## src/qom_defines.svh

```systemverilog
`ifndef QOM_DEFINES_SVH
`define QOM_DEFINES_SVH

// -----------------------------------------------------------------
// Register map (byte addresses)
// -----------------------------------------------------------------
`define QOM_ADDR_CFG    12'h000
`define QOM_ADDR_MON    12'h004
`define QOM_ADDR_RATE   12'h008
`define QOM_ADDR_STAT   12'h00c

// -----------------------------------------------------------------
// Field positions
// -----------------------------------------------------------------
`define QOM_F_TPP       2:0
`define QOM_F_DIV       5:4
`define QOM_F_HYST      10:8
`define QOM_F_ZANG      20:16
`define QOM_B_Z4        21
`define QOM_B_HOLD      22
`define QOM_B_TRI       23
`define QOM_F_EN        8:0
`define QOM_F_LATCH     24:16
`define QOM_F_RATE      12:0
`define QOM_F_ABZ       18:16

// -----------------------------------------------------------------
// Reset values, source indices and limits
// -----------------------------------------------------------------
`define QOM_ZANG_RST    5'h04
`define QOM_RATE_RST    13'h0400
`define QOM_E_VEC       0
`define QOM_E_SADC      1
`define QOM_E_CADC      2
`define QOM_E_SOFF      3
`define QOM_E_COFF      4
`define QOM_E_GAIN      5
`define QOM_E_FAST      6
`define QOM_E_ABZ       7
`define QOM_E_NON       8
`define QOM_WARN_MASK   9'h038
`define QOM_ERR_MASK    9'h147
`define QOM_NON_DIV     24'h0000c6
`define QOM_CNT_DIV     24'h000118
`define QOM_RATE_NUM    24'h00000a
`define QOM_RATE_DEN    24'h000009
`define QOM_PER_MAX     24'hffffff
`define QOM_TMR_ONE     8'h01
`endif

```

## src/qom_pkg.sv

```systemverilog
package qom_pkg;
    // Quadrature states, Gray order along forward motion
    typedef enum logic [1:0] {
        QOM_Q00 = 2'h0,
        QOM_Q01 = 2'h1,
        QOM_Q11 = 2'h3,
        QOM_Q10 = 2'h2
    } qom_quad_t;

    typedef struct packed {
        logic        psel;
        logic        penable;
        logic        pwrite;
        logic [11:0] paddr;
        logic [31:0] pwdata;
    } qom_apb_req_t;

    typedef struct packed {
        logic [31:0] prdata;
        logic        pready;
        logic        pslverr;
    } qom_apb_rsp_t;

    typedef struct packed {
        logic [2:0]  edge_spacing_exponent;
        logic [1:0]  div;
        logic [2:0]  hyst;
        logic [4:0]  zang;
        logic        z4;
        logic        hold;
        logic        tri_en;
        logic [8:0]  en;
        logic [8:0]  latch;
        logic [12:0] interp_rate;
    } qom_cfg_t;

    typedef struct packed {
        logic [6:0] cnt;
    } qom_tmr_t;

    typedef struct packed {
        qom_cfg_t     cfg;
        logic [8:0]   flags;
        logic [2:0]   ref_s;
        logic         ref_ok;
        logic [2:0]   pre_s;
        logic         pre_ok;
        logic         chg;
        logic [18:0]  base;
        logic [15:0]  outp;
        qom_quad_t    quad;
        logic         z;
        logic         oe_n;
        logic         err_n;
        logic         warn;
        logic         serr;
        logic [23:0]  per;
        logic [23:0]  last;
        qom_apb_rsp_t rsp;
    } qom_core_t;
endpackage

```

## src/qom_edge_timer.sv

```systemverilog
`timescale 1ns/10ps
`include "qom_defines.svh"
module qom_edge_timer (
    input  wire logic       mclk_i,
    input  wire logic       rst_i,
    input  wire logic       load_i,
    input  wire logic [2:0] exp_i,
    output logic            ready_o
);
    import qom_pkg::*;

    qom_tmr_t st;
    qom_tmr_t nx;

    // -----------------------------------------------------------------
    // Spacing counter
    // -----------------------------------------------------------------
    // Reload with N-1 so the next edge comes N cycles later
    always_comb begin
        nx = st;
        if (load_i) begin
            nx.cnt = 7'((`QOM_TMR_ONE << exp_i) - `QOM_TMR_ONE);
        end else if (st.cnt != 7'h00) begin
            nx.cnt = st.cnt - 7'h01;
        end
    end

    always_ff @(posedge mclk_i or posedge rst_i) begin
        if (rst_i) begin
            st <= '0;
        end else begin
            st <= nx;
        end
    end

    assign ready_o = (st.cnt == 7'h00);
endmodule

```

## src/qom_top.sv

```systemverilog
// Added by the designer: the register offsets and the APB interface to the registers.
`timescale 1ns/10ps
`include "qom_defines.svh"
module qom_top (
    input  wire logic                  mclk_i,
    input  wire logic                  rst_i,
    input  wire qom_pkg::qom_apb_req_t apb_req_i,
    output qom_pkg::qom_apb_rsp_t      apb_rsp_o,
    input  wire logic                  step_i,
    input  wire logic                  dir_i,
    input  wire logic                  period_tick_i,
    input  wire logic [4:0]            phase_i,
    input  wire logic                  reference_above_i,
    input  wire logic                  preset_i,
    input  wire logic                  counter_reset_cmd_i,
    input  wire logic [8:0]            raw_fault_i,
    output logic                       a_o,
    output logic                       b_o,
    output logic                       z_o,
    output logic                       abz_oe_n_o,
    output logic                       error_out_n_o,
    output logic                       warn_o,
    output logic                       serr_o
);
    import qom_pkg::*;

    qom_core_t    st;
    qom_core_t    n;
    logic         tmr_ready;
    logic         edge_w;
    logic         ab_step;
    logic         acc;
    logic         wr;
    logic         clr;
    logic         pre_rise;
    logic         up;
    logic         dn;
    logic         z_want;
    logic         can;
    logic [15:0]  tgt;
    logic signed [15:0] diff;
    logic [23:0]  lim;
    logic [8:0]   raw;
    logic [31:0]  rd;

    // Step forward or back one Gray state
    function automatic qom_quad_t quad_step(input qom_quad_t q, input logic fwd);
        qom_quad_t r;
        r = q;
        case (q)
            QOM_Q00: r = fwd ? QOM_Q01 : QOM_Q10;
            QOM_Q01: r = fwd ? QOM_Q11 : QOM_Q00;
            QOM_Q11: r = fwd ? QOM_Q10 : QOM_Q01;
            QOM_Q10: r = fwd ? QOM_Q00 : QOM_Q11;
            default: r = QOM_Q00;
        endcase
        return r;
    endfunction

    // -----------------------------------------------------------------
    // Edge spacing timer
    // -----------------------------------------------------------------
    qom_edge_timer u_timer (
        .mclk_i  (mclk_i),
        .rst_i   (rst_i),
        .load_i  (edge_w),
        .exp_i   (st.cfg.edge_spacing_exponent),
        .ready_o (tmr_ready)
    );

    // -----------------------------------------------------------------
    // Next-state logic
    // -----------------------------------------------------------------
    always_comb begin
        n = st;
        rd = '0;
        edge_w = 1'b0;
        ab_step = 1'b0;

        // Pin synchronisers: value moves once stages two and three agree
        n.ref_s = {st.ref_s[1:0], reference_above_i};
        n.pre_s = {st.pre_s[1:0], preset_i};
        if (st.ref_s[1] == st.ref_s[2]) begin
            n.ref_ok = st.ref_s[2];
        end
        if (st.pre_s[1] == st.pre_s[2]) begin
            n.pre_ok = st.pre_s[2];
        end
        pre_rise = (st.pre_s[1] == st.pre_s[2]) && st.pre_s[2] && !st.pre_ok;

        // APB: one wait state so read data can come from a register
        acc = apb_req_i.psel && apb_req_i.penable;
        wr = acc && st.rsp.pready && apb_req_i.pwrite;
        n.rsp.pready = acc && !st.rsp.pready;
        n.rsp.pslverr = 1'b0;
        n.rsp.prdata = '0;
        n.chg = 1'b0;
        if (acc && !st.rsp.pready) begin
            case (apb_req_i.paddr)
                `QOM_ADDR_CFG: begin
                    rd[`QOM_F_TPP] = st.cfg.edge_spacing_exponent;
                    rd[`QOM_F_DIV] = st.cfg.div;
                    rd[`QOM_F_HYST] = st.cfg.hyst;
                    rd[`QOM_F_ZANG] = st.cfg.zang;
                    rd[`QOM_B_Z4] = st.cfg.z4;
                    rd[`QOM_B_HOLD] = st.cfg.hold;
                    rd[`QOM_B_TRI] = st.cfg.tri_en;
                end
                `QOM_ADDR_MON: begin
                    rd[`QOM_F_EN] = st.cfg.en;
                    rd[`QOM_F_LATCH] = st.cfg.latch;
                end
                `QOM_ADDR_RATE: rd[`QOM_F_RATE] = st.cfg.interp_rate;
                `QOM_ADDR_STAT: begin
                    rd[`QOM_F_EN] = st.flags;
                    rd[`QOM_F_ABZ] = {st.quad, st.z};
                end
                default: n.rsp.pslverr = 1'b1;
            endcase
            n.rsp.prdata = rd;
        end
        if (wr) begin
            case (apb_req_i.paddr)
                `QOM_ADDR_CFG: begin
                    n.cfg.edge_spacing_exponent = apb_req_i.pwdata[`QOM_F_TPP];
                    n.cfg.div = apb_req_i.pwdata[`QOM_F_DIV];
                    n.cfg.hyst = apb_req_i.pwdata[`QOM_F_HYST];
                    n.cfg.zang = apb_req_i.pwdata[`QOM_F_ZANG];
                    n.cfg.z4 = apb_req_i.pwdata[`QOM_B_Z4];
                    n.cfg.hold = apb_req_i.pwdata[`QOM_B_HOLD];
                    n.cfg.tri_en = apb_req_i.pwdata[`QOM_B_TRI];
                    n.chg = (n.cfg.edge_spacing_exponent != st.cfg.edge_spacing_exponent) || (n.cfg.div != st.cfg.div);
                end
                `QOM_ADDR_MON: begin
                    n.cfg.en = apb_req_i.pwdata[`QOM_F_EN];
                    n.cfg.latch = apb_req_i.pwdata[`QOM_F_LATCH];
                end
                `QOM_ADDR_RATE: begin
                    n.cfg.interp_rate = apb_req_i.pwdata[`QOM_F_RATE];
                    n.chg = (n.cfg.interp_rate != st.cfg.interp_rate);
                end
                default: n.chg = 1'b0;
            endcase
        end

        // Base position; the divided view is just a right shift
        if (step_i) begin
            n.base = dir_i ? st.base + 19'h00001 : st.base - 19'h00001;
        end
        tgt = 16'(st.base >> st.cfg.div);

        // Input period in oscillator cycles, saturating when stopped
        n.per = period_tick_i ? 24'h000000 :
                (st.per == `QOM_PER_MAX) ? st.per : st.per + 24'h000001;
        if (period_tick_i || (st.per > st.last)) begin
            n.last = st.per;
        end
        // A stopped input stretches the last period to the running count and clears the fault
        lim = 24'((((24'(st.cfg.interp_rate) >> st.cfg.div) << st.cfg.edge_spacing_exponent) * `QOM_RATE_NUM)
                  / `QOM_RATE_DEN);

        // Fault sources; frequency checks are folded in here
        raw = raw_fault_i;
        raw[`QOM_E_NON] = raw_fault_i[`QOM_E_NON] || (st.last < `QOM_NON_DIV);
        raw[`QOM_E_FAST] = raw_fault_i[`QOM_E_FAST] || (st.last < `QOM_CNT_DIV);
        raw[`QOM_E_ABZ] = raw_fault_i[`QOM_E_ABZ] || (st.last < lim) || st.chg;

        // Masked flags; latched bits survive, a new set beats a clear
        clr = counter_reset_cmd_i || pre_rise;
        n.flags = ((clr ? 9'h000 : st.flags) & st.cfg.latch) | (raw & st.cfg.en);
        n.err_n = ~|n.flags;
        n.warn = |(n.flags & `QOM_WARN_MASK);
        n.serr = |(n.flags & `QOM_ERR_MASK);
        n.oe_n = st.cfg.tri_en && (|st.flags);

        // Output motion; hysteresis keeps the output one step behind
        diff = $signed(tgt - st.outp);
        if (st.cfg.hyst != 3'h0) begin
            up = diff > 16'sd1;
            dn = diff < -16'sd1;
        end else begin
            up = diff > 16'sd0;
            dn = diff < 16'sd0;
        end
        z_want = st.ref_ok && (phase_i == st.cfg.zang) &&
                 (st.cfg.z4 || (st.quad == QOM_Q11));
        can = tmr_ready && !(st.cfg.hold && (|st.flags));

        // One edge per spacing slot; a short index falls before A/B move
        if (can) begin
            if (st.z && (!z_want || ((up || dn) && !st.cfg.z4))) begin
                n.z = 1'b0;
                edge_w = 1'b1;
            end else if (up || dn) begin
                n.quad = quad_step(st.quad, up);
                n.outp = up ? st.outp + 16'h0001 : st.outp - 16'h0001;
                edge_w = 1'b1;
                ab_step = 1'b1;
            end else if (z_want && !st.z) begin
                n.z = 1'b1;
                edge_w = 1'b1;
            end
        end
    end

    // -----------------------------------------------------------------
    // State register
    // -----------------------------------------------------------------
    always_ff @(posedge mclk_i or posedge rst_i) begin
        if (rst_i) begin
            st <= '0;
            st.cfg.zang <= `QOM_ZANG_RST;
            st.cfg.interp_rate <= `QOM_RATE_RST;
            st.err_n <= 1'b1;
            st.per <= `QOM_PER_MAX;
            st.last <= `QOM_PER_MAX;
        end else begin
            st <= n;
        end
    end

    // Outputs straight from the state register
    assign apb_rsp_o = st.rsp;
    assign a_o = st.quad[1];
    assign b_o = st.quad[0];
    assign z_o = st.z;
    assign abz_oe_n_o = st.oe_n;
    assign error_out_n_o = st.err_n;
    assign warn_o = st.warn;
    assign serr_o = st.serr;

    // -----------------------------------------------------------------
    // Checks
    // -----------------------------------------------------------------
    logic [7:0] since_q;
    logic [7:0] span_q;

    // Cycles since the last edge, and the spacing loaded at that edge
    always_ff @(posedge mclk_i or posedge rst_i) begin
        if (rst_i) begin
            since_q <= 8'hff;
            span_q <= 8'h01;
        end else if (edge_w) begin
            since_q <= 8'h00;
            span_q <= `QOM_TMR_ONE << st.cfg.edge_spacing_exponent;
        end else if (since_q != 8'hff) begin
            since_q <= since_q + 8'h01;
        end
    end
endmodule

```

## config.mk

```make
export PLATFORM = sky130hd
export DESIGN_NAME = qom_top
export DESIGN_NICKNAME = d
export VERILOG_FILES = /design/src/qom_pkg.sv /design/src/qom_edge_timer.sv /design/src/qom_top.sv
export VERILOG_INCLUDE_DIRS = /design/src
export SDC_FILE = /design/constraint.sdc
export NUM_CORES = 1
export LEC_CHECK = 0
export ABC_AREA = 1
export BUFFER_PORTS_ARGS = -buffer_cell sky130_fd_sc_hd__buf_2
export CAP_MARGIN = 30
export CORE_MARGIN = 2
export CORE_UTILIZATION = 60
export CTS_CLUSTER_DIAMETER = 30
export DETAILED_ROUTE_END_ITERATION = 8
export PLACE_DENSITY = 0.79
export SYNTH_ARGS = -nofsm -noshare
export SYNTH_HDL_FRONTEND = slang
export SYNTH_SLANG_ARGS = --single-unit
```

## constraint.sdc

```tcl
create_clock -name mclk_i -period 16.6 [get_ports mclk_i]
set_input_delay 0.83 -clock mclk_i [delete_from_list [all_inputs] [get_ports mclk_i]]
set_output_delay 0.83 -clock mclk_i [all_outputs]
set_load 0.01 [all_outputs]
```

**Word-level counts from Yosys, hierarchy flattened**

Cells that the tools add are included.

- Bits in registers: 196
- Input bits: 69
- Output and inout port bits: 41
- Word-level logic and storage cells: 155

- Add/subtract/negate cells: 8
- Multiply operators: 1
- Divide/modulo/power cells: 1
- $lt $le $gt $ge: 8
- Equal/unequal tests: 15
- Shift-type cells: 4
- Multiplexer cells: 36
- Bitwise logic cells: 4
- Reduce and logical (&&, ||, !) cells: 48

Operator list:

| cell | number |
|---|---|
| $mux W24 | 2 |
| $lt A16 B1 Y1 const B | 2 |
| $mux W25 | 1 |
| $add A24 B1 Y24 const B | 1 |
| $div A24 B4 Y24 const B | 1 |
| $eq A12 B4 Y1 const B | 2 |
| $eq A24 B24 Y1 const B | 1 |
| $gt A24 B24 Y1 | 1 |
| $lt A24 B24 Y1 | 1 |
| $lt A24 B8 Y1 const B | 1 |
| $lt A24 B9 Y1 const B | 1 |
| $mul A24 B3 Y23 const B | 1 |
| $shl A24 B3 Y24 | 1 |
| $shr A13 B2 Y24 | 1 |
| $add A19 B1 Y19 const B | 1 |
| $mux W19 | 1 |
| $shr A19 B2 Y16 | 1 |
| $sub A19 B1 Y19 const B | 1 |
| $and A9 B9 Y9 | 2 |
| $reduce_or A9 Y1 | 2 |
| $add A16 B1 Y16 const B | 1 |
| $gt A16 B1 Y1 const B | 1 |
| $gt A16 B2 Y1 const B | 1 |
| $mux W16 | 1 |
| other kinds (43) | 96 |

**Longest topological paths before layout**

Gate-level depths: netlist of the first run.

- Word-level depth: 11
- Gate-level depth with buffers: 145

**By module**

From an unflattened synthesis of the first run, not the netlist that was laid out.

- Cells, all modules: 2,296
- Area total of the unflattened synthesis: 16,175.5 µm²

By module, submodules not included:

| module | times used | cells each | area each (µm²) | sequential area each (µm²) |
|---|---|---|---|---|
| qom_top | 1 | 2,220 | 15,671.3 | 4,543.1 |
| qom_edge_timer | 1 | 76 | 504.2 | 175.2 |

**Worst setup path before layout of the first run**

OpenSTA, ideal clock, no wires.

- Path type: reg2reg
- Start: register st[184] in the netlist's numbering
- End: register st (netlist bit error_out_n_o)
- Setup time: 0.064 ns
- Data arrival time: 11.664 ns
- Data required time: 16.536 ns
- Path slack: 4.871 ns
- Cell stages (with the launch flop): 130
- Buffers on the path: 3
- Clock period less this slack: 11.729 ns
- Cell sequence: dfrtp_1 > clkbuf_1 > clkbuf_1 > clkbuf_1 > o21ai_0 > nand2_1 > o21ai_0 > o21ai_0 > nand2_1 > o21ai_0 > inv_1 > nand2_1 > o21ai_0 > ha_1 > ha_1 > a21oi_1 > nand2_1 > a21oi_1 > [94 not listed] > nand2_1 > inv_1 > nand2_1 > nor2_1 > nand2_1 > nand2_1 > nand2_1 > nand2_1 > nand2_1 > nand2_1 > nand2_1 > nand2_1 > nand2_1 > nand2_1 > nand2_1 > nand2_1 > nand2_2 > nor2_2

RTL lines:

| item | RTL line | text |
|---|---|---|
| start, declared | qom_top.sv:27 | `qom_core_t st;` |
| start signal, assigned | qom_top.sv:218 | `st <= n;` |

==> results_dict.tcl, run 1 <==
set metrics [dict create \
    r2r_setup_slack_ps 2310 \
    yosys_warnings 0 \
    post-cts-setup-buffer-count 0 \
    fin_crit_ps 14290 \
    p_int_mw 1.63 \
    core_mm2 0.0267 \
    via_per_inst 5.56 \
    hold_path_class "flop to flop" \
    cp-end-kind "flop" \
    status "completed" \
    std_cell_rows 60 \
    drv_slew 0 \
    critPathMaxStageDelay_ps 1040 \
    drive_above_1_share_pct 14.6 \
    finalHoldViolCount 0 \
    finalWeightedCongestion 0.918 \
    fill_cells 2322 \
    cp.arrival_ps 14670 \
    worst_pin_slew_ps 1050 \
    dp_slack_ps 2460 \
    cts_tree "done" \
    swShare_pct 52.9 \
    ir_drop_mv 0.273 \
    grt.overflow.total 0 \
    synthMuxAreaShare_pct 1.63 \
    rsz0062_at_grt "no" \
    max_freq_mhz 70.0 \
    track_usage_pct 27.4 \
    avgSynthCellArea_um2 7.09 \
    path_class "flop to flop" \
    via_count 14900 \
    drtIter0Drc 1111 \
    die_w_um 168 \
    ctsHoldBuffers 0 \
    crit_top_cell "nand2_1" \
    ys_types 70 \
    wl_per_cell_um 14.2 \
    portBuffers 89 \
    comb_power_share_pct 72.0 \
    wirelength_um 38100 \
    grt_pass1_vias 14200 \
    synthArstFlopShare_pct 100 \
    synth_compound_area_share_pct 15.2 \
    clk_pin_slew_worst_paths_ps 80 \
    total_leakage_power_nw 8.83 \
    antenna_found_initial 1 \
    clock_latency_ps 440 \
    synth_flop_cell "dfrtp_1" \
    finalSetupTns_ps 0 \
    die_area_mm2 0.0283 \
    crit_required_ps 16990 \
    start_util_pct 60.5 \
    setup_viol 0 \
    final_nets 2528 \
    htree_levels 4 \
    power.share.clock_pct 11.7 \
    p_seq_share_pct 16.3 \
    ant_nets 0 \
    synth_cells 2281 \
    route.detailed.drc 0 \
    finClkSkew_ps 21.0 \
    synth-simple-area-share_pct 28.7 \
    p_per_area_mw_per_mm2 201 \
    grt_pass1_wl_um 64700 \
    syn-cell-area_mm2 0.0162 \
    cts_root_buf "clkbuf_16" \
    p_switching_mw 1.84 \
    synth_adder_area_share_pct 10.5 \
    synth_edf_count 0 \
    crit_path_start_kind "flop" \
    detailed_place_hpwl_um 29800 \
    ys_seq_area_share_pct 29.2 \
    synth_top_family_by_area "simple AND/OR/NAND/NOR gates" \
    fin_ws_ps 2310 \
    grt_max_degree 110 \
    synthXorXnorAreaFrac_pct 3.52 \
    firstDrtPassIters 6 \
    slew_headroom_pct 30.3 \
    cts_buffers 17 \
    antenna_cells 0 \
    min_period_over_period_pct 86.1 \
    cts.sinks 186 \
    critPathMaxFanout 30 \
    cts_buffer_depth 2 \
    syn2layout_area_growth_pct 7.10 \
    die_h_um 168 \
    ys_ff_latch 186 \
    ctsResizeCount 0 \
    pin_count 110 \
    drv_cap 0 \
    slowest_stage "dfrtp_1" \
]
power by group through the flow:
stage	clock, mW	combinational (mW)	sequential [mW]
after floorplan	0	2.08	0.560
after global placement	0	2.38	0.569
after detailed placement	0	2.48	0.572
after CTS	0.412	2.50	0.565
after global routing	0.430	2.87	0.574
final	0.407	2.50	0.566
metrics by stage:
stage | cell area [µm²] | hold slack (ps) | power, mW | util, % | instances
4_1_cts | 17300 | 352 | 3.48 | 64.8 | 2680
6_report | 17300 | 346 | 3.47 | 64.8 | 2680
3_3_place_gp | 16700 | 336 | 2.95 | 62.5 | 2647
3_5_place_dp | 16700 | 336 | 3.05 | 62.6 | 2648
2_1_floorplan | 16200 | 331 | 2.64 | - | 2290
5_1_grt | 17300 | 363 | 3.87 | 64.8 | 2680
synth_stat cells, types with 23 or more instances:
library cell | n | area [µm²]
inv_1 | 339 | 1270
o22ai_1 | 24 | 150
xor2_1 | 48 | 420
ha_1 | 129 | 1610
dfrtp_1 | 135 | 3380
nand4_1 | 39 | 244
nand2_1 | 517 | 1940
nor3_1 | 27 | 135
nand2_2 | 61 | 382
nand3_1 | 104 | 521
mux2i_1 | 23 | 230
o21ai_0 | 203 | 1020
a21oi_1 | 112 | 561
inv_2 | 24 | 90.1
dfstp_2 | 51 | 1340
clkbuf_1 | 38 | 143
buf_4 | 34 | 255
nor2_1 | 145 | 544
registers in the layout, summed over array words and instances (netlist names):
name / flops
a_o: 1
b_o: 1
error_out_n_o: 1
n: 4
st: 144
serr_o: 1
warn_o: 1
apb_rsp_o: 24
u_timer.st: 7
z_o: 1
abz_oe_n_o: 1
path summary, 6_finish.rpt:
| kind | from | end | cells past startpoint |
|---|---|---|---|
| max | st[185]$_DFFE_PP0P_ | error_out_n_o$_DFF_PP1_ | 122 |
| min | n[127]$_DFF_PP0_ | n[128]$_DFF_PP0_ | 0 |
| max reg2reg | st[185]$_DFFE_PP0P_ | error_out_n_o$_DFF_PP1_ | 122 |
| min reg2reg | n[127]$_DFF_PP0_ | n[128]$_DFF_PP0_ | 0 |
| max in group asynchronous | rst_i | st[152]$_DFFE_PP1P_ | 4 |
| min in group asynchronous | rst_i | apb_rsp_o[5]$_DFF_PP0_ | 2 |
routing by layer:
layer	track usage, %	vias to the layer above	routed length, µm
met1	34.3	6888	16500
met2	49.3	380	18800
met3	4.30	73	1900
met5	0	-	0
li1	-	7548	-
met4	7.20	0	876
placed cells by master, fill, tap and decap left out, types with 20 or more instances in the layout:
master	Yosys	layout
nand3_1	104	104
nand4_1	39	39
nand2_2	61	61
inv_2	24	24
dfstp_2	51	51
o22ai_1	24	24
nor3_1	27	27
nor4_1	22	20
nor2_1	145	144
dfrtp_1	135	135
xor2_1	48	48
nand2_1	517	517
o21ai_0	203	203
mux2i_1	23	23
inv_1	339	338
a21oi_1	112	112
buf_2	2	89
ha_1	129	129
worst max-delay path: cells and delay by family (launching register included):
kind | cells | cell delay, ps
AO/OA/AOI/OAI | 7 | 1470
XOR/XNOR | 1 | 360
adder cells (fa/ha/maj) | 4 | 1130
buffers and inverters | 11 | 1240
flip-flops | 1 | 1040
AND/OR/NAND/NOR | 99 | 9010
area by class of cell:
type	count	area (µm²)	share of cell area [%]
clock buffer	18	429	2.48
clock inverter	14	144	0.831
inverter	366	1380	7.98
multi-input combinational	1657	9680	55.9
sequential	186	4720	27.3
tap	341	427	2.46
timing repair buffer	98	533	3.08
cells by family after synthesis:
group / count (synthesis)
flip-flops: 186
AND/OR/NAND/NOR: 993
other: 1
adder cells (fa/ha/maj): 134
AO/OA/AOI/OAI: 429
buffers and inverters: 447
XOR/XNOR: 65
multiplexers: 26
Note: power is estimated with default switching activity, not from simulation.
==> inputs of run 2 (changes only) <==
- CTS_BUF_LIST: unset -> sky130_fd_sc_hd__clkbuf_4
==> results_dict.tcl, run 2 (same netlist as run 1, synthesis figures left out) <==
set metrics [dict create \
    min_period_over_period_pct 86.0 \
    crit_required_ps 17180 \
    ctsResizeCount 0 \
    htree_levels 4 \
    total_leakage_power_nw 8.71 \
    grt_pass1_wl_um 63700 \
    status "completed" \
    worst-path-buf-inv 11 \
    critPathMaxStageDelay_ps 1050 \
    ir_drop_mv 0.275 \
    crit_path_start_kind "flop" \
    final_nets 2528 \
    final_common_cell "nand2_1" \
    wirelength_um 37600 \
    clock_latency_ps 620 \
    ctsHoldBuffers 0 \
    regMostFlops "st" \
    die_h_um 168 \
    hold_path_class "input pin to async pin" \
    path_class "flop to flop" \
    drv_cap 0 \
    final_cell_mix "nand2_1 (517), inv_1 (338), o21ai_0 (203)" \
    path_depth 121 \
    drv_slew 0 \
    dp.cells 2648 \
    slew_headroom_pct 30.2 \
    rsz0062_at_grt "no" \
    cts_buffer_depth 2 \
    finalWeightedCongestion 0.918 \
    grt_max_degree 110 \
    fin_hold_ws_ps 317 \
    cp.arrival_ps 14850 \
    max_freq_mhz 70.1 \
    cts.sinks 186 \
    firstDrtPassIters 8 \
    critPathMaxFanout 30 \
    clk_pin_slew_worst_paths_ps 190 \
    cts_buffers 17 \
    reg2reg_depth 121 \
    p_per_area_mw_per_mm2 195 \
    route.detailed.drc 0 \
    drive_above_1_share_pct 14.6 \
    ant_nets 0 \
    start_util_pct 60.5 \
    die_w_um 168 \
    track_usage_pct 27.1 \
    cts_root_buf "clkbuf_4" \
    via_count 14800 \
    slowest_stage "dfrtp_1" \
    core_mm2 0.0267 \
    portBuffers 89 \
    detailed_place_hpwl_um 29800 \
    fin_cells 2682 \
    setup_viol 0 \
    wl_per_cell_um 14.0 \
    finClkSkew_ps 44.7 \
    pin_count 110 \
    drtIter0Drc 1089 \
    grt_pass1_vias 14000 \
    crit_top_cell "nand2_1" \
    die_area_mm2 0.0283 \
    antenna_found_initial 2 \
    worst_pin_slew_ps 1040 \
    crit_family "simple AND/OR/NAND/NOR gates" \
    grt.overflow.total 0 \
    finalHoldViolCount 0 \
    cts_tree "done" \
    finalSetupTns_ps 0 \
    post-cts-setup-buffer-count 0 \
    cp-end-kind "flop" \
    syn2layout_area_growth_pct 5.31 \
    via_per_inst 5.53 \
    std_cell_rows 60 \
    largest_reg_flops 144 \
    fin_crit_ps 14270 \
]
run 2: changes by cell type in the layout (fill, tap and decap cells not counted), sizes merged:
cell	change
diode	+2
run 2: final timing paths:
kind | start | to | slack [ps]
max | st[185]$_DFFE_PP0P_ | error_out_n_o$_DFF_PP1_ | 2330
min | rst_i | apb_rsp_o[5]$_DFF_PP0_ | 320
max reg2reg | st[185]$_DFFE_PP0P_ | error_out_n_o$_DFF_PP1_ | 2330
min reg2reg | n[127]$_DFF_PP0_ | n[128]$_DFF_PP0_ | 360
max in group asynchronous | rst_i | st[152]$_DFFE_PP1P_ | 15070
min in group mclk_i | preset_i | n[127]$_DFF_PP0_ | 320
run 2: layout make-up:
| type | count | area [µm²] |
|---|---|---|
| clock buffer | 18 | 135 |
| multi-input combinational | 1657 | 9680 |
| timing repair buffer | 98 | 533 |
| sequential | 186 | 4720 |
| inverter | 366 | 1380 |
| antenna | 2 | 5.00 |
| tap | 341 | 427 |
| fill | 2386 | 9700 |
| clock inverter | 14 | 144 |
run 2: through the flow:
stage / total power [mW] / setup WS [ps] / utilization [%] / cell area [µm²]
6_report: 3.32 / 2330 / 63.7 / 17000
3_5_place_dp: 3.05 / 2460 / 62.6 / 16700
2_1_floorplan: 2.64 / 4870 / - / 16200
3_3_place_gp: 2.95 / 2800 / 62.5 / 16700
5_1_grt: 3.71 / 658 / 63.7 / 17000
4_1_cts: 3.32 / 2420 / 63.7 / 17000
run 2: power by group:
part           switching, mW  internal [mW]
sequential            0.0504          0.514
clock                  0.188         0.0702
combinational           1.58          0.917
run 2: routing by layer:
| metal | vias to the layer above | part of all wire, % | global-route usage, % |
|---|---|---|---|
| met5 | - | 0 | 0 |
| met4 | 0 | 2.6 | 8.40 |
| met3 | 75 | 4.8 | 4.09 |
| met2 | 346 | 49 | 48.2 |
| met1 | 6863 | 44 | 34.0 |
| li1 | 7555 | - | - |
